===== config.mk =====
export PLATFORM = sky130hd
export DESIGN_NAME = pse_fault_event_reporting
export DESIGN_NICKNAME = d
export VERILOG_FILES = /design/src/design/port_inrush_seq.v /design/src/design/pse_fault_event_reporting.v
export VERILOG_INCLUDE_DIRS = /design/src /design/src/design
export SDC_FILE = /design/constraint.sdc
export NUM_CORES = 1
export LEC_CHECK = 0
export CORE_MARGIN = 4
export CORE_UTILIZATION = 60
export DETAILED_ROUTE_END_ITERATION = 12
export DONT_BUFFER_PORTS = 1
export GPL_TIMING_DRIVEN = 0
export PLACE_DENSITY = 0.85
export SKIP_LAST_GASP = 1
export SYNTH_ARGS = -nofsm -noshare
export SYNTH_HDL_FRONTEND = slang
export SYNTH_SLANG_ARGS = --single-unit

===== constraint.sdc =====
create_clock -name clk -period 4.2 [get_ports clk]
set_input_delay 0.42 -clock clk [delete_from_list [all_inputs] [get_ports clk]]
set_output_delay 0.42 -clock clk [all_outputs]
set_load 0.01 [all_outputs]

===== src/design/pse_event_defines.vh =====
// What this block does
// - Each channel's current-limit flag updates on its own
// - Each dual-signature channel's start fault flag updates on its own
// - Start fault with enable-change flag means inrush fault
// - Start fault without enable-change logs cause code
// - Automatic mode ignores invalid discovery start faults
// - Dual-signature channel restarts on power-on command
// - Low-class single-signature inrush on primary channel only
// - Clean low-class inrush turns secondary on, power good
// - Low-class inrush fault: both off, cool-down, both flags
// - High-class single-signature inrush on both channels together
// - Clean high-class inrush sets power good, stays on
// - High-class inrush fault: both off, cool-down, both flags
// - Dual-signature channels run inrush independently
// - Two codes read supply events, second one clears
// - Clear-on-read releases interrupt caused by this register
// - Set supply event bits feed interrupt summary
// - Bit 7 thermal shutdown, all channels off, preserved
// - Channels may restart once temperature below low threshold; code allows restart as soon as temp_over (high threshold) drops
// - Bit 6 logic lockout, powers up 1, preserved
// - Bit 5 logic warning, powers up 1, preserved
// - Bit 4 main rail undervoltage, powers up 1, preserved
// - Bits 3 and 2 summed overload, cleared by resets
// - Bit 1 fast shutdown or priority code disable
// - Bit 0 program memory fault, cleared by resets
// - Preserved bits survive pin reset, only power-on reloads them
`ifndef PSE_EVENT_DEFINES_VH
`define PSE_EVENT_DEFINES_VH

// ----------------------------------------
// Command codes of the management port
// ----------------------------------------
`define CMD_SI_VIEW   8'h08
`define CMD_SI_CLR    8'h09
`define CMD_SF_VIEW   8'h0a
`define CMD_SF_CLR    8'h0b
`define CMD_PON_FLT   8'h24

// ----------------------------------------
// Supply_fault_events_clear bit positions
// ----------------------------------------
`define SF_THERMAL    7
`define SF_LOCKOUT    6
`define SF_WARNING    5
`define SF_MAIN_UV    4
`define SF_OVL34      3
`define SF_OVL12      2
`define SF_FAST_SHUT  1
`define SF_MEM_FLT    0

// ----------------------------------------
// Reset values
// ----------------------------------------
`define SF_POR_VAL    8'h70
`define SF_KEEP_MASK  8'hf0
`define SI_RST_VAL    8'h00
`define PF_RST_VAL    8'h00

// ----------------------------------------
// Power-on fault cause codes (two bits per channel)
// ----------------------------------------
`define CAUSE_DISC    2'h1

// ----------------------------------------
// Channel states, one-hot
// ----------------------------------------
`define ST_IDLE       4'h1
`define ST_INRUSH     4'h2
`define ST_ON         4'h4
`define ST_COOL       4'h8

// ----------------------------------------
// Timing
// ----------------------------------------
`define COOL_MS       1000
`define CLK_KHZ       40000
`define COOL_CYC      (`COOL_MS * `CLK_KHZ)

`endif


===== src/design/port_inrush_seq.v =====
`timescale 1ns/1ps
`default_nettype none
`include "pse_event_defines.vh"

module port_inrush_seq #(
  parameter integer COOL_CYCLES = `COOL_CYC,  // Cool-down length in cycles
  parameter integer CNT_W       = 26          // Cool-down counter width
) (
  // Clock and reset
  input  wire       clk,
  input  wire       rst,          // Any reset, synchronous
  // Port configuration
  input  wire       dual_sig,     // Load has two signatures
  input  wire       class_hi,     // Assigned class 7 or 8
  input  wire       temp_over,    // Die above high threshold
  // Per channel stimulus
  input  wire [1:0] pwr_req,      // Power-on command pulse
  input  wire [1:0] grant_ok,     // Discovery valid, allocation fits
  input  wire [1:0] inrush_end,   // End of inrush window pulse
  input  wire [1:0] start_flt,    // Start fault at inrush end
  input  wire [1:0] ilim_flt,     // Current-limit timeout pulse
  // Per channel results
  output wire [1:0] ch_on,        // Channel switch enabled
  output wire [1:0] pg,           // Power good
  output wire [1:0] cooling,      // Cool-down in progress
  output reg  [1:0] sflt_evt_r,   // Start fault event pulse
  output reg  [1:0] ilim_evt_r    // Current-limit event pulse
);

  // ----------------------------------------
  // State and counters
  // ----------------------------------------
  reg  [3:0]       st_r   [0:1];  // Channel state
  reg  [3:0]       st_nxt [0:1];  // Channel next state
  reg  [CNT_W-1:0] cnt_r  [0:1];  // Cool-down counter
  reg  [1:0]       done_r;        // Inrush ended clean, awaiting partner
  wire [1:0]       in_inr;        // Channel in inrush
  wire [1:0]       in_on;         // Channel powered
  wire [1:0]       ok_end;        // Clean inrush end
  wire [1:0]       bad_end;       // Faulted inrush end
  wire             ss;            // Single-signature port
  wire             ss_fail;       // Port-level inrush failure
  wire             ss_ok;         // Port-level inrush success
  wire             ss_ilim;       // Current-limit on either channel

  assign ss      = ~dual_sig;
  assign ss_fail = ss & (bad_end[0] | bad_end[1]);
  // Low class waits on primary only, high class on both
  assign ss_ok   = ss & ~ss_fail & (class_hi ?
                   ((ok_end[0] | done_r[0]) & (ok_end[1] | done_r[1])) : ok_end[0]);
  assign ss_ilim = ss & |(ilim_flt & in_on);

  genvar c;
  generate
    for (c = 0; c < 2; c = c + 1) begin : g_ch
      assign in_inr[c]  = st_r[c][1];
      assign in_on[c]   = st_r[c][2];
      assign cooling[c] = st_r[c][3];
      assign ch_on[c]   = in_inr[c] | in_on[c];
      assign pg[c]      = in_on[c];
      assign ok_end[c]  = in_inr[c] & inrush_end[c] & ~start_flt[c];
      assign bad_end[c] = in_inr[c] & inrush_end[c] & start_flt[c];

      // Next state of one channel
      always @* begin
        st_nxt[c] = st_r[c];
        case (st_r[c])
          `ST_IDLE: begin
            if (ss && ss_fail) begin
              st_nxt[c] = `ST_COOL;
            end else if (ss && ss_ok) begin
              st_nxt[c] = `ST_ON;
            end else if (ss && pwr_req[0] && grant_ok[0] && !temp_over
                         && (c == 0 || class_hi)) begin
              st_nxt[c] = `ST_INRUSH;
            end else if (!ss && pwr_req[c] && grant_ok[c] && !temp_over) begin
              st_nxt[c] = `ST_INRUSH;
            end
          end
          `ST_INRUSH: begin
            if (ss) begin
              if (ss_fail) begin
                st_nxt[c] = `ST_COOL;
              end else if (ss_ok) begin
                st_nxt[c] = `ST_ON;
              end
            end else if (bad_end[c]) begin
              st_nxt[c] = `ST_COOL;
            end else if (ok_end[c]) begin
              st_nxt[c] = `ST_ON;
            end
          end
          `ST_ON: begin
            // Overload drops the whole port or only this channel
            if ((ss && ss_ilim) || (!ss && ilim_flt[c])) begin
              st_nxt[c] = `ST_COOL;
            end
          end
          `ST_COOL: begin
            if (cnt_r[c] == COOL_CYCLES - 1) begin
              st_nxt[c] = `ST_IDLE;
            end
          end
          default: begin
            st_nxt[c] = `ST_IDLE;
          end
        endcase
        // Thermal shutdown overrides everything
        if (temp_over) begin
          st_nxt[c] = `ST_IDLE;
        end
      end

      // State, counter and event registers
      always @(posedge clk) begin
        if (rst) begin
          st_r[c]       <= `ST_IDLE;
          cnt_r[c]      <= {CNT_W{1'b0}};
          done_r[c]     <= 1'b0;
          sflt_evt_r[c] <= 1'b0;
          ilim_evt_r[c] <= 1'b0;
        end else begin
          st_r[c]       <= st_nxt[c];
          cnt_r[c]      <= (st_r[c] == `ST_COOL) ? cnt_r[c] + 1'b1 : {CNT_W{1'b0}};
          done_r[c]     <= in_inr[c] & (done_r[c] | ok_end[c]) & (st_nxt[c] == `ST_INRUSH);
          sflt_evt_r[c] <= ss ? ss_fail : bad_end[c];
          ilim_evt_r[c] <= ilim_flt[c] & in_on[c];
        end
      end
    end
  endgenerate

endmodule

`default_nettype wire


===== src/design/pse_fault_event_reporting.v =====
`timescale 1ns/1ps
`default_nettype none
`include "pse_event_defines.vh"

module pse_fault_event_reporting #(
  parameter integer NPORT       = 2,          // 4-pair ports in this group
  parameter integer COOL_CYCLES = `COOL_CYC,  // Cool-down length in cycles
  parameter integer CNT_W       = 26          // Cool-down counter width
) (
  // Clock and resets
  input  wire                 clk,
  input  wire                 srst,           // Reset pin, synchronous
  input  wire                 por,            // Power-on reset, synchronous
  // Management command port
  input  wire                 cmd_rd,         // Read command pulse
  input  wire [7:0]           cmd_code,       // Command code
  output reg  [7:0]           rd_data_r,      // Read data
  output reg                  rd_valid_r,     // Read data valid pulse
  // Mode and port configuration
  input  wire                 auto_mode,      // Automatic operating mode
  input  wire [NPORT-1:0]     dual_sig,       // Port load has two signatures
  input  wire [NPORT-1:0]     class_hi,       // Port assigned class 7 or 8
  // Per channel inputs
  input  wire [2*NPORT-1:0]   pwr_req,        // Power-on command pulse
  input  wire [2*NPORT-1:0]   grant_ok,       // Discovery valid, allocation fits
  input  wire [2*NPORT-1:0]   inrush_end,     // End of inrush pulse
  input  wire [2*NPORT-1:0]   start_flt,      // Start fault at inrush end
  input  wire [2*NPORT-1:0]   ilim_flt,       // Current-limit timeout pulse
  input  wire [2*NPORT-1:0]   disc_invalid,   // Invalid discovery pulse
  input  wire [2*NPORT-1:0]   power_enable_change_flag, // Power enable change flag
  input  wire [4*NPORT-1:0]   fault_cause,    // Two-bit cause per channel
  // Supply and fault events
  input  wire                 temp_over,      // Die above high threshold
  input  wire                 lockout_evt,    // Logic supply lockout
  input  wire                 warning_evt,    // Logic supply warning
  input  wire                 main_uv_evt,    // Main rail undervoltage
  input  wire                 summed_overload_fault_ch3_ch4, // Summed overload, second pair
  input  wire                 summed_overload_fault_ch1_ch2, // Summed overload, first pair
  input  wire                 fast_shut_evt,  // Fast shutdown or priority code
  input  wire                 mem_flt_evt,    // Program memory fault
  // Channel outputs
  output wire [2*NPORT-1:0]   ch_on,          // Channel switch enabled
  output wire [2*NPORT-1:0]   pg,             // Power good flags
  output wire [2*NPORT-1:0]   cooling,        // Cool-down in progress
  output reg  [2*NPORT-1:0]   inrush_flt_r,   // Start fault was an inrush fault
  output reg                  off_mode_r,     // Channels forced to off mode
  // Interrupt
  output wire                 sup_summary,    // Summary bit of supply events
  output wire                 int_n           // Interrupt, active low
);

  localparam integer NCH = 2 * NPORT;  // Channel count

  // ----------------------------------------
  // Register state
  // ----------------------------------------
  reg  [7:0]       sup_r;     // Supply and fault events
  reg  [7:0]       sup_nxt;   // Next supply and fault events
  reg  [7:0]       si_r;      // Start and current-limit events
  reg  [7:0]       si_nxt;    // Next start and current-limit events
  reg  [7:0]       pf_r;      // Power-on fault causes
  reg  [7:0]       pf_nxt;    // Next power-on fault causes
  reg  [2*NCH-1:0] infl_nxt;  // Next inrush fault flags
  wire [7:0]       sup_set;   // Supply event set terms
  wire [NCH-1:0]   sflt_evt;  // Start fault events from sequencers
  wire [NCH-1:0]   ilim_evt;  // Current-limit events from sequencers
  wire [NCH-1:0]   sflt_set;  // Start flag set terms
  wire             rd_sup;    // Any read of supply events
  wire             clr_sup;   // Clear-on-read of supply events
  wire             clr_si;    // Clear-on-read of start events
  wire             any_rst;   // Either reset

  assign any_rst = srst | por;
  assign rd_sup  = cmd_rd & ((cmd_code == `CMD_SF_VIEW) | (cmd_code == `CMD_SF_CLR));
  assign clr_sup = cmd_rd & (cmd_code == `CMD_SF_CLR);
  assign clr_si  = cmd_rd & (cmd_code == `CMD_SI_CLR);

  // ----------------------------------------
  // Inrush sequencers, one per 4-pair port
  // ----------------------------------------
  genvar p;
  generate
    for (p = 0; p < NPORT; p = p + 1) begin : g_port
      port_inrush_seq #(
        .COOL_CYCLES (COOL_CYCLES),
        .CNT_W       (CNT_W)
      ) u_seq (
        .clk        (clk),
        .rst        (any_rst),
        .dual_sig   (dual_sig[p]),
        .class_hi   (class_hi[p]),
        .temp_over  (temp_over),
        .pwr_req    (pwr_req[2*p+1:2*p]),
        .grant_ok   (grant_ok[2*p+1:2*p]),
        .inrush_end (inrush_end[2*p+1:2*p]),
        .start_flt  (start_flt[2*p+1:2*p]),
        .ilim_flt   (ilim_flt[2*p+1:2*p]),
        .ch_on      (ch_on[2*p+1:2*p]),
        .pg         (pg[2*p+1:2*p]),
        .cooling    (cooling[2*p+1:2*p]),
        .sflt_evt_r (sflt_evt[2*p+1:2*p]),
        .ilim_evt_r (ilim_evt[2*p+1:2*p])
      );
    end
  endgenerate

  // ----------------------------------------
  // Start fault set terms per channel
  // ----------------------------------------
  genvar c;
  generate
    for (c = 0; c < NCH; c = c + 1) begin : g_set
      // Invalid discovery counts only outside automatic mode
      assign sflt_set[c] = sflt_evt[c] | (disc_invalid[c] & ~auto_mode);
    end
  endgenerate

  // ----------------------------------------
  // Start/current-limit event register
  // ----------------------------------------
  // Upper nibble current-limit, lower nibble start faults
  always @* begin
    si_nxt = si_r;
    if (clr_si) begin
      si_nxt = 8'h00;
    end
    // Set after clear so a coincident event survives
    si_nxt[7:4] = si_nxt[7:4] | ilim_evt;
    si_nxt[3:0] = si_nxt[3:0] | sflt_set;
  end

  // ----------------------------------------
  // Power-on fault causes and inrush flags
  // ----------------------------------------
  integer k;
  always @* begin
    pf_nxt   = pf_r;
    infl_nxt = {{NCH{1'b0}}, inrush_flt_r};
    for (k = 0; k < NCH; k = k + 1) begin
      if (sflt_evt[k] && power_enable_change_flag[k]) begin
        // Enable-change flag set: fault belongs to inrush
        infl_nxt[k] = 1'b1;
      end else if (sflt_evt[k]) begin
        // Otherwise the cause is logged
        pf_nxt[2*k +: 2] = fault_cause[2*k +: 2];
      end else if (disc_invalid[k] && !auto_mode) begin
        // Discovery failure logged only outside automatic mode
        pf_nxt[2*k +: 2] = `CAUSE_DISC;
      end
      // A new power-up attempt retires the old inrush verdict
      if (pwr_req[k] && !sflt_evt[k]) begin
        infl_nxt[k] = 1'b0;
      end
    end
  end

  // ----------------------------------------
  // Supply_fault_events_clear set terms
  // ----------------------------------------
  assign sup_set[`SF_THERMAL]   = temp_over;
  assign sup_set[`SF_LOCKOUT]   = lockout_evt;
  assign sup_set[`SF_WARNING]   = warning_evt;
  assign sup_set[`SF_MAIN_UV]   = main_uv_evt;
  assign sup_set[`SF_OVL34]     = summed_overload_fault_ch3_ch4;
  assign sup_set[`SF_OVL12]     = summed_overload_fault_ch1_ch2;
  assign sup_set[`SF_FAST_SHUT] = fast_shut_evt;
  assign sup_set[`SF_MEM_FLT]   = mem_flt_evt;

  // Next value of supply events, set wins over clear
  always @* begin
    sup_nxt = sup_r;
    if (clr_sup) begin
      sup_nxt = 8'h00;
    end
    sup_nxt = sup_nxt | sup_set;
  end

  // ----------------------------------------
  // Supply_fault_events_clear register
  // ----------------------------------------
  // Power-on sets bits 6 to 4; pin reset keeps the supply bits
  always @(posedge clk) begin
    if (por) begin
      sup_r <= `SF_POR_VAL;
    end else if (srst) begin
      sup_r <= sup_r & `SF_KEEP_MASK;
    end else begin
      sup_r <= sup_nxt;
    end
  end

  // ----------------------------------------
  // Channel event registers
  // ----------------------------------------
  always @(posedge clk) begin
    if (any_rst) begin
      si_r         <= `SI_RST_VAL;
      pf_r         <= `PF_RST_VAL;
      inrush_flt_r <= {NCH{1'b0}};
    end else begin
      si_r         <= si_nxt;
      pf_r         <= pf_nxt;
      inrush_flt_r <= infl_nxt[NCH-1:0];
    end
  end

  // ----------------------------------------
  // Thermal off mode
  // ----------------------------------------
  // Follows temperature, not the sticky flag
  always @(posedge clk) begin
    if (any_rst) begin
      off_mode_r <= 1'b0;
    end else begin
      off_mode_r <= temp_over;
    end
  end

  // ----------------------------------------
  // Command read path
  // ----------------------------------------
  // Both supply codes return the pre-clear value
  always @(posedge clk) begin
    if (any_rst) begin
      rd_data_r  <= 8'h00;
      rd_valid_r <= 1'b0;
    end else begin
      rd_valid_r <= cmd_rd;
      if (cmd_rd) begin
        if (rd_sup) begin
          rd_data_r <= sup_r;
        end else if ((cmd_code == `CMD_SI_VIEW) || (cmd_code == `CMD_SI_CLR)) begin
          rd_data_r <= si_r;
        end else if (cmd_code == `CMD_PON_FLT) begin
          rd_data_r <= pf_r;
        end else begin
          // Unmapped code reads zero
          rd_data_r <= 8'h00;
        end
      end
    end
  end

  // ----------------------------------------
  // Interrupt summary
  // ----------------------------------------
  // Any set event bit raises summary; clearing releases it
  assign sup_summary = |sup_r;
  assign int_n       = ~(sup_summary | (|si_r));

endmodule

`default_nettype wire


==> flow_summary.json, run 1 <==
{
  "vias": 6863,
  "synth_edf_count": 0,
  "antenna_found_initial": 0,
  "grt_usage_pct": 24.01,
  "cts.sinks": 170,
  "post_cts_buffers": 0,
  "n_antenna_cell": 0,
  "startpoint_type": "flip-flop",
  "routedWlPerCell_um": 15.55,
  "core_sq_um": 12820,
  "place_congestion": 0.9346,
  "yosys-top-cells-area": "dfxtp_1 43%, nor2_1 7.0%, xnor2_1 6.5%",
  "critical_path_buf_inv_count": 1,
  "hold_violations": 0,
  "max_stage_delay_ns": 0.39,
  "synth_top_area_share_pct": 42.56,
  "grt_overflow_total": 0,
  "drc_errors": 0,
  "finClkSkew_ns": 0.01231,
  "cts_tree": "built",
  "min_path_type": "in -> reg",
  "drv_slew": 0,
  "most-common-layout-cells": "170 x dfxtp_1, 150 x nor2_1, 70 x nand2_1, 64 x o21ai_0, 59 x xnor2_1",
  "die_h_um": 123.4,
  "period_share_pct": 45.91,
  "h-tree-depth": 4,
  "clk_pin_slew_worst_paths_ns": 0.06,
  "synth_area_per_cell_sq_um": 8.347,
  "vias_per_cell": 5.927,
  "grt_setup_unrepaired": "false",
  "worstMarginPinSlew_ns": 0.7292,
  "post-dp-hpwl_mm": 12.84,
  "required_ns": 4.52,
  "max-cap-violations": 0,
  "io_pins": 89,
  "ir_drop_v": 0.0003177,
  "end_kind": "flip-flop",
  "ctsResizeCount": 0,
  "critical_path_peak_fanout": 10,
  "fin_crit_ns": 1.928,
  "place_ws_ns": 1.994,
  "synth_xor_area_share_pct": 9.967,
  "root_buffer": "clkbuf_16",
  "p_leak_nw": 2.763,
  "rows": 41,
  "grt_pass1_wl_mm": 29.66,
  "synth_compound_area_share_pct": 11.17,
  "layout_commonest_cell": "dfxtp_1",
  "grt_max_degree": 17,
  "synth_top_family_by_area": "simple AND/OR/NAND/NOR gates",
  "yosys.area.top_type": "dfxtp_1",
  "dieArea_sq_um": 15240,
  "cpMaxStageDelayCell": "dfxtp_1",
  "drive_gt1_share_pct": 8.215,
  "slew_headroom_pct": 50.70,
  "insertion_delay_ns": 0.43,
  "wl_mm": 18.01,
  "die_w_um": 123.4,
  "fin_nets": 1042,
  "cp_cell_sequence": "ha_1 -> nand3_2 -> or3_4 -> buf_6 -> nor4_2 -> xnor2_1 -> nor2_2",
  "fill_cells": 1002,
  "synth.cell_area_sq_um": 7996,
  "synth_fp_nets": 1023,
  "fmax_mhz": 518.6,
  "yosys_warnings": 0,
  "synth_seq_area_share_pct": 42.56,
  "synth-seq-cells": 170,
  "p_per_area_nw_per_um2": 377.1,
  "p_total_mw": 3.324,
  "hold_buffers": 0,
  "drt_iter0_drc": 676,
  "setup_ws_ns": 2.272,
  "synthCells": 958,
  "crit_type": "reg -> reg",
  "synthSimpleGateAreaFrac_pct": 30.15,
  "status": "finished, final reports clean",
  "synthFlopType": "dfxtp_1",
  "synth_cell_types": 67,
  "clockBufferDepth": 2,
  "synthAdderAreaFrac_pct": 0.6259,
  "start_util_pct": 62.35,
  "io_buffer_count": 0,
  "critPathTopFamily": "simple AND/OR/NAND/NOR gates",
  "setup_viol": 0,
  "synthArstFlopShare_pct": 0,
  "dr.pass1.iters": 5,
  "grt_pass1_vias": 6453,
  "synthMuxAreaShare_pct": 1.001,
  "cts-buffers-inserted": 17,
  "setup_tns_ns": 0,
  "areaGrowthSynthToFinish_pct": 10.25,
  "ant_nets": 0,
  "arrival_ns": 2.25
}
sequential cells by signal, summed over array words and instances, names as in the netlist:
register and cells:
rd_data_r 8, sup_r 8, g_port.u_seq.sflt_evt_r 4, inrush_flt_r 4
pf_r 8, g_port.u_seq.ilim_evt_r 4, si_r 8, rd_valid_r 1
g_port.u_seq.cnt_r 104, g_port.u_seq.done_r 4, off_mode_r 1, g_port.u_seq.st_r 16
worst register-to-register path, delay by kind of cell, from the launching register on:
family	cells	cell delay, ns
xor+xnor	1	0.18
fa+ha+maj	1	0.23
buf+inv	1	0.15
flops	1	0.39
simple gates	4	0.88
cell families (layout without fill, tap and decap cells):
logic type | after synthesis | in the layout
mux | 8 | 8
buf+inv | 74 | 102
simple gates | 456 | 456
fa+ha+maj | 4 | 4
flops | 170 | 170
compound gates | 155 | 155
xor+xnor | 91 | 91
routing by layer:
metal	share of wire (%)	routed length (um)	up-vias	track usage (%)
li1	-	-	3388	-
met5	0	0	-	0
met4	2.0	368	0	8.166
met1	44	7864	3215	29.86
met2	46	8263	225	38.46
met3	8.4	1510	35	8.875
cell usage after synthesis, types with 13 or more instances:
library cell    n
a21oi_1        52
and3_1         14
buf_2          13
dfxtp_1       170
inv_1          35
nand2_1        70
nand3_1        36
nand4_1        20
nor2_1        150
nor3_1         35
nor4_1         18
o21ai_0        64
or3_1          14
xnor2_1        59
xor2_1         32
metrics by stage:
step,utilization [%],hold slack (ns),instances,area (sq um)
after floorplan,-,0.4130,958,7996
after global placement,64.03,0.4159,1130,8212
after detailed placement,64.03,0.4277,1130,8212
after CTS,68.74,0.05992,1158,8816
after global routing,68.74,0.06213,1158,8816
final,68.74,0.07556,1158,8816
final timing paths:
check,start,end,slack [ns],cells past startpoint
worst max-delay path,g_port[1].u_seq.cnt_r[1][0],g_port[1].u_seq.cnt_r[1][22],2.27,7
worst min-delay path,temp_over,g_port[0].u_seq.st_r[0][2],0.08,1
worst max register to register,g_port[1].u_seq.cnt_r[1][0],g_port[1].u_seq.cnt_r[1][22],2.27,7
worst min register to register,g_port[1].u_seq.ilim_evt_r[1],si_r[7],0.44,2
where the power goes:
part | internal, mW | switching [mW]
registers | 1.62 | 0.00920
logic | 0.0283 | 0.0472
clock network | 1.01 | 0.603
total | 2.66 | 0.660
layout make-up:
class	instances	area [sq um]	share of cell area, %
well taps	172	215.2	2.441
plain buffers	39	230.2	2.611
flip-flops and latches	170	3403	38.60
clock inverters	7	143.9	1.632
inverters	35	131.4	1.490
multi-input cells	714	4232	48.00
clock buffers	21	460.4	5.223
(Power assumes the default switching activity.)
==> inputs of run 2 (changes only) <==
--- a/config.mk
+++ b/config.mk
@@ -6,6 +6,7 @@
 export SDC_FILE = /design/constraint.sdc
 export NUM_CORES = 1
 export LEC_CHECK = 0
+export ABC_AREA = 1
 export CORE_MARGIN = 4
 export CORE_UTILIZATION = 60
 export DETAILED_ROUTE_END_ITERATION = 12
==> constraint.sdc (replaced) <==
create_clock -name clk -period 2 [get_ports clk]
set_input_delay 0.2 -clock clk [delete_from_list [all_inputs] [get_ports clk]]
set_output_delay 0.2 -clock clk [all_outputs]
set_load 0.01 [all_outputs]
==> run 2 against run 1 <==
  * Via count rose by 29%
  * Combinational power rose to 3.1 times the previous value
  * Fmax rose by 7.2%
  * Setup slack got worse by 2.1 ns
  * Cell count rose by 35%
  * Largest power group unchanged
==> flow_summary.json, run 2 <==
{
  "fmax_mhz": 555.9,
  "period_share_pct": 89.95,
  "hold_buffers": 39,
  "synthTopCellsByCount": "261 x nand2_1, 193 x inv_1, 170 x dfxtp_1",
  "synthFlopType": "dfxtp_1",
  "cts-buffers-inserted": 17,
  "end_kind": "flip-flop",
  "grt_max_degree": 17,
  "wl_mm": 22.69,
  "required_ns": 2.31,
  "post-route-util_pct": 69.29,
  "clockBufferDepth": 2,
  "arrival_ns": 2.11,
  "crit_top_cell": "nand3_1",
  "grt_setup_unrepaired": "false",
  "wl_met3_mm": 1.754,
  "drt_iter0_drc": 580,
  "synthArstFlopShare_pct": 0,
  "cts.sinks": 170,
  "fin_crit_ns": 1.799,
  "core_sq_um": 14480,
  "drv_slew": 0,
  "synth_top_area_share_pct": 38.46,
  "die_w_um": 129.4,
  "yosys_warnings": 0,
  "vias": 8838,
  "io_pins": 89,
  "finClkSkew_ns": 0.009844,
  "top_regs": "g_port.u_seq.cnt_r (104), g_port.u_seq.st_r (16)",
  "max_stage_delay_ns": 0.36,
  "synth_fp_nets": 1370,
  "p_leak_nw": 3.768,
  "routedWlPerCell_um": 14.54,
  "die_h_um": 129.4,
  "fin_nets": 1428,
  "grt_usage_pct": 27.24,
  "grt_pass1_wl_mm": 37.61,
  "most-common-layout-cells": "261 x nand2_1, 193 x inv_1, 170 x dfxtp_1, 149 x nor2_1, 123 x a21oi_1",
  "yosys-top-cells-area": "dfxtp_1 38%, nand2_1 11%, inv_1 8.2%",
  "h-tree-depth": 4,
  "ir_drop_v": 0.0006491,
  "ant_nets": 0,
  "rows": 44,
  "dr.pass1.iters": 5,
  "critical_path_peak_fanout": 4,
  "cts_tree": "built",
  "slew_headroom_pct": 56.84,
  "synth_most_common_cell": "nand2_1",
  "hold_violations": 0,
  "areaGrowthSynthToFinish_pct": 13.36,
  "synth_area_per_cell_sq_um": 6.781,
  "critical_path_buf_inv_count": 2,
  "dieArea_sq_um": 16760,
  "vias_per_cell": 5.665,
  "antenna_found_initial": 0,
  "setup_tns_ns": 0,
  "synth_seq_area_share_pct": 38.46,
  "worstMarginPinSlew_ns": 0.6474,
  "crit_type": "reg -> reg",
  "n_antenna_cell": 0,
  "grt_pass1_vias": 8353,
  "drive_gt1_share_pct": 9.084,
  "setup_viol": 0,
  "synth-seq-cells": 170,
  "max-cap-violations": 0,
  "cp_cell_sequence": "ha_1 -> nand3_1 -> nor2_2 -> inv_1 -> nor2_2 -> nand3_1 -> nand2_1 -> nand3_1 -> o21ai_0 -> inv_1",
  "cpMaxStageDelayCell": "dfxtp_1",
  "place_congestion": 0.9590,
  "post_cts_buffers": 0,
  "insertion_delay_ns": 0.43,
  "p_per_area_nw_per_um2": 674.0,
  "synthCells": 1305,
  "routed.top_layer": "met4",
  "layout_commonest_cell": "nand2_1",
  "yosys.area.top_type": "dfxtp_1",
  "synth.cell_area_sq_um": 8850,
  "clk_pin_slew_worst_paths_ns": 0.07,
  "start_util_pct": 61.12,
  "min_path_type": "in -> reg",
  "top_register": "g_port.u_seq.cnt_r",
  "post-dp-hpwl_mm": 15.90,
  "grt_overflow_total": 0,
  "io_buffer_count": 0,
  "startpoint_type": "flip-flop",
  "critPathTopFamily": "simple AND/OR/NAND/NOR gates",
  "synth_cell_types": 42,
  "wl_met1_mm": 9.649,
  "largest_register_ffs": 104,
  "ctsResizeCount": 0,
  "status": "finished, final reports clean",
  "dr_wl_met2_mm": 10.82,
  "root_buffer": "clkbuf_16",
  "drc_errors": 0,
  "synth_edf_count": 0
}
run 2: final timing paths:
kind	slack, ns	end	from	cells after the start
worst max-delay path	0.20	g_port[1].u_seq.st_r[1][3]	g_port[1].u_seq.cnt_r[1][0]	10
worst min-delay path	0.03	si_r[2]	disc_invalid[2]	2
worst max register to register	0.20	g_port[1].u_seq.st_r[1][3]	g_port[1].u_seq.cnt_r[1][0]	10
worst min register to register	0.44	si_r[6]	g_port[1].u_seq.ilim_evt_r[0]	2
run 2: logic make-up (layout without fill, tap and decap cells):
family / count (synthesis) / in the layout / share of synthesized area, %
flops: 170 / 170 / 38.46
compound gates: 219 / 219 / 13.08
fa+ha+maj: 4 / 4 / 0.5656
buf+inv: 225 / 296 / 10.04
mux: 4 / 4 / 0.4524
xor+xnor: 11 / 11 / 1.089
simple gates: 672 / 672 / 36.32
run 2: area by class of cell:
| type | count | area, sq um |
|---|---|---|
| Timing Repair Buffer | 39 | 390.4 |
| Multi-Input combinational cell | 910 | 4558 |
| Inverter | 201 | 754.5 |
| Buffer | 24 | 133.9 |
| Tap cell | 184 | 230.2 |
| Clock inverter | 9 | 63.81 |
| Clock buffer | 23 | 498.0 |
| Fill cell | 1205 | 4447 |
| Sequential cell | 170 | 3403 |
run 2: routing by layer:
metal	vias up	global-route usage (%)
met5	-	0
met4	0	8.985
met3	58	7.214
met2	326	46.52
met1	4065	33.54
li1	4389	-
run 2: power breakdown:
group / internal [mW] / switching [mW]
Sequential: 3.40 / 0.0181
Clock: 1.76 / 1.35
Combinational: 0.0910 / 0.140
Total: 5.25 / 1.51
run 2: per-stage QoR:
step	power [mW]	area [sq um]	instances	setup WS [ns]	hold slack, ns
after global placement	3.664	9080	1489	0.2850	0.2970
after floorplan	3.623	8850	1305	0.4896	0.2956
after CTS	6.786	10030	1560	0.1807	0.008222
after detailed placement	3.667	9080	1489	0.2228	0.2998
final	6.761	10030	1560	0.2011	0.02822
after global routing	6.996	10030	1560	0.01006	0.03253
==> inputs of run 3 (changes only) <==
--- a/config.mk
+++ b/config.mk
@@ -7,11 +7,12 @@
 export NUM_CORES = 1
 export LEC_CHECK = 0
 export ABC_AREA = 1
-export CORE_MARGIN = 4
+export CORE_MARGIN = 5
 export CORE_UTILIZATION = 60
 export DETAILED_ROUTE_END_ITERATION = 12
 export DONT_BUFFER_PORTS = 1
 export GPL_TIMING_DRIVEN = 0
+export HOLD_SLACK_MARGIN = 0.08
 export PLACE_DENSITY = 0.85
 export SKIP_LAST_GASP = 1
 export SYNTH_ARGS = -nofsm -noshare
==> constraint.sdc (replaced) <==
create_clock -name clk -period 2.3 [get_ports clk]
set_input_delay 0.23 -clock clk [delete_from_list [all_inputs] [get_ports clk]]
set_output_delay 0.23 -clock clk [all_outputs]
set_load 0.01 [all_outputs]
==> run 3 against run 2 <==
  * Global-route usage shrank 0.38 points
  * Via count grew 0.94%
  * Setup slack gained 0.32 ns
  * Clock skew shrank 0.0029 ns
  * Register-to-register slack gained 0.32 ns
  * Clock power is essentially flat
  * Flip-flop and latch count is the same
  * Critical path type unchanged
==> flow_summary.json, run 3 (synthesis gave the netlist of run 2 again) <==
{
  "drv_slew": 0,
  "dieArea_sq_um": 17280,
  "end_kind": "flip-flop",
  "fill_cells": 1174,
  "drc_errors": 0,
  "drive_gt1_share_pct": 8.881,
  "ff2ff_path_depth": 10,
  "min_path_type": "in -> reg",
  "top_regs": "g_port.u_seq.cnt_r (104), g_port.u_seq.st_r (16)",
  "layout_commonest_cell": "nand2_1",
  "wl_mm": 23.38,
  "areaGrowthSynthToFinish_pct": 15.20,
  "dr.pass1.iters": 6,
  "top_usage_layer": "met2",
  "r2r_slack_ns": 0.52,
  "combPwrFrac_pct": 3.5,
  "setup_viol": 0,
  "period_share_pct": 77.38,
  "largest_register_ffs": 104,
  "vias_per_cell": 5.686,
  "top_register": "g_port.u_seq.cnt_r",
  "r2r_end": "g_port[0].u_seq.cnt_r[1][24]",
  "crit_type": "reg -> reg",
  "io_pins": 89,
  "rows": 44,
  "arrival_ns": 2.11,
  "grt_max_degree": 17,
  "grt_usage_pct": 26.86,
  "cts_tree": "built",
  "routedWlPerCell_um": 14.90,
  "cts-buffers-inserted": 17,
  "root_buffer": "clkbuf_16",
  "use_met2_pct": 45.26,
  "start_util_pct": 61.12,
  "gr-usage-met3_pct": 6.651,
  "power_frac_seq_pct": 47.3,
  "n_antenna_cell": 0,
  "use_met1_pct": 33.41,
  "p_leak_nw": 3.828,
  "required_ns": 2.63,
  "hold_violations": 0,
  "place_congestion": 0.9517,
  "post-dp-hpwl_mm": 15.82,
  "clkPwrFrac_pct": 49.2,
  "clk_pin_slew_worst_paths_ns": 0.06,
  "finClkSkew_ns": 0.006941,
  "core_sq_um": 14480,
  "ctsResizeCount": 0,
  "ant_nets": 0,
  "hold_buffers": 48,
  "grt_pass1_vias": 8539,
  "die_w_um": 131.4,
  "grt_pass1_wl_mm": 39.61,
  "startpoint_type": "flip-flop",
  "final_area_sq_um": 10190,
  "status": "finished, final reports clean",
  "switching_power_mw": 1.327,
  "post_cts_buffers": 0,
  "die_h_um": 131.4,
  "switching_share_pct": 21.06,
  "ir_drop_v": 0.0005251,
  "grt_setup_unrepaired": "false",
  "setup_tns_ns": 0,
  "grt_overflow_total": 0,
  "internal_power_mw": 4.973,
  "fin_nets": 1437,
  "place_area_sq_um": 9080,
  "worstMarginPinSlew_ns": 0.7251,
  "critical_path_peak_fanout": 5,
  "clockBufferDepth": 2,
  "rr_startpoint": "g_port[0].u_seq.cnt_r[1][0]",
  "slew_headroom_pct": 51.66,
  "max-cap-violations": 0,
  "most-common-layout-cells": "261 x nand2_1, 193 x inv_1, 170 x dfxtp_1, 149 x nor2_1, 123 x a21oi_1",
  "antenna_found_initial": 0,
  "cts.sinks": 170,
  "vias": 8921,
  "io_buffer_count": 0,
  "drt_iter0_drc": 859,
  "crit_end": "g_port[0].u_seq.cnt_r[1][24]",
  "h-tree-depth": 4,
  "fmax_mhz": 561.9,
  "p_per_area_nw_per_um2": 617.9,
  "insertion_delay_ns": 0.43,
  "startpoint": "g_port[0].u_seq.cnt_r[1][0]",
  "fin_crit_ns": 1.780
}
==> run 3: changes by cell type in the layout (fill, tap and decap cells not counted), sizes merged <==
cell	before	now
clkbuf	30	27
bufinv	0	5
clkinvlp	3	5
dlygate4sd3	39	48
inv	202	201
clkinv	5	2
==> run 3: final cells by class <==
class / count / area, sq um / share of cell area [%]
Tap cell: 184 / 230.2 / 2.258
Inverter: 201 / 754.5 / 7.401
Timing Repair Buffer: 48 / 480.5 / 4.713
Clock buffer: 20 / 436.7 / 4.283
Clock inverter: 12 / 197.7 / 1.939
Sequential cell: 170 / 3403 / 33.38
Buffer: 24 / 133.9 / 1.313
Multi-Input combinational cell: 910 / 4558 / 44.71
==> run 3: how the worst min path moves through the flow <==
stage	start	to	slack, ns	cells past startpoint
after detailed placement	pwr_req[0]	inrush_flt_r[0]	0.33	1
after global routing	temp_over	off_mode_r	0.11	2
after CTS	temp_over	off_mode_r	0.09	2
final	temp_over	off_mode_r	0.1	2
after floorplan	por	sup_r[4]	0.33	2
after global placement	pwr_req[2]	inrush_flt_r[2]	0.33	1
==> run 3: critical path: stages, from the launching register on <==
cell	delay [ns]
dfxtp_1	0.38
ha_1	0.18
nand2_1	0.10
nor2_4	0.16
nand3_2	0.12
nor2_2	0.12
nand4_1	0.22
nor2_1	0.20
nand3_1	0.09
nand2_1	0.06
nor2_1	0.04
==> run 3: per-stage QoR <==
step,util (%),setup slack [ns],cells,hold slack [ns],power (mW)
final,70.41,0.5203,1569,0.09898,6.299
after global routing,70.41,0.3177,1569,0.1065,6.471
after CTS,70.41,0.5333,1569,0.08696,6.312
after detailed placement,62.71,0.5691,1489,0.3306,3.190
after global placement,62.71,0.5866,1489,0.3262,3.188
after floorplan,-,0.7896,1305,0.3256,3.150
==> run 3: per-layer routing <==
layer  share of wire [%]  vias up
li1                    -     4396
met1                  41     4064
met2                  48      398
met3                 8.2       63
met4                 2.9        0
met5                   0        -
==> run 3: power groups by stage <==
| stage | Sequential [mW] | Combinational, mW | Clock [mW] |
|---|---|---|---|
| after CTS | 2.97 | 0.210 | 3.13 |
| after floorplan | 3.04 | 0.113 | 0 |
| after detailed placement | 3.04 | 0.149 | 0 |
| final | 2.98 | 0.222 | 3.10 |
| after global placement | 3.04 | 0.147 | 0 |
| after global routing | 2.98 | 0.239 | 3.26 |
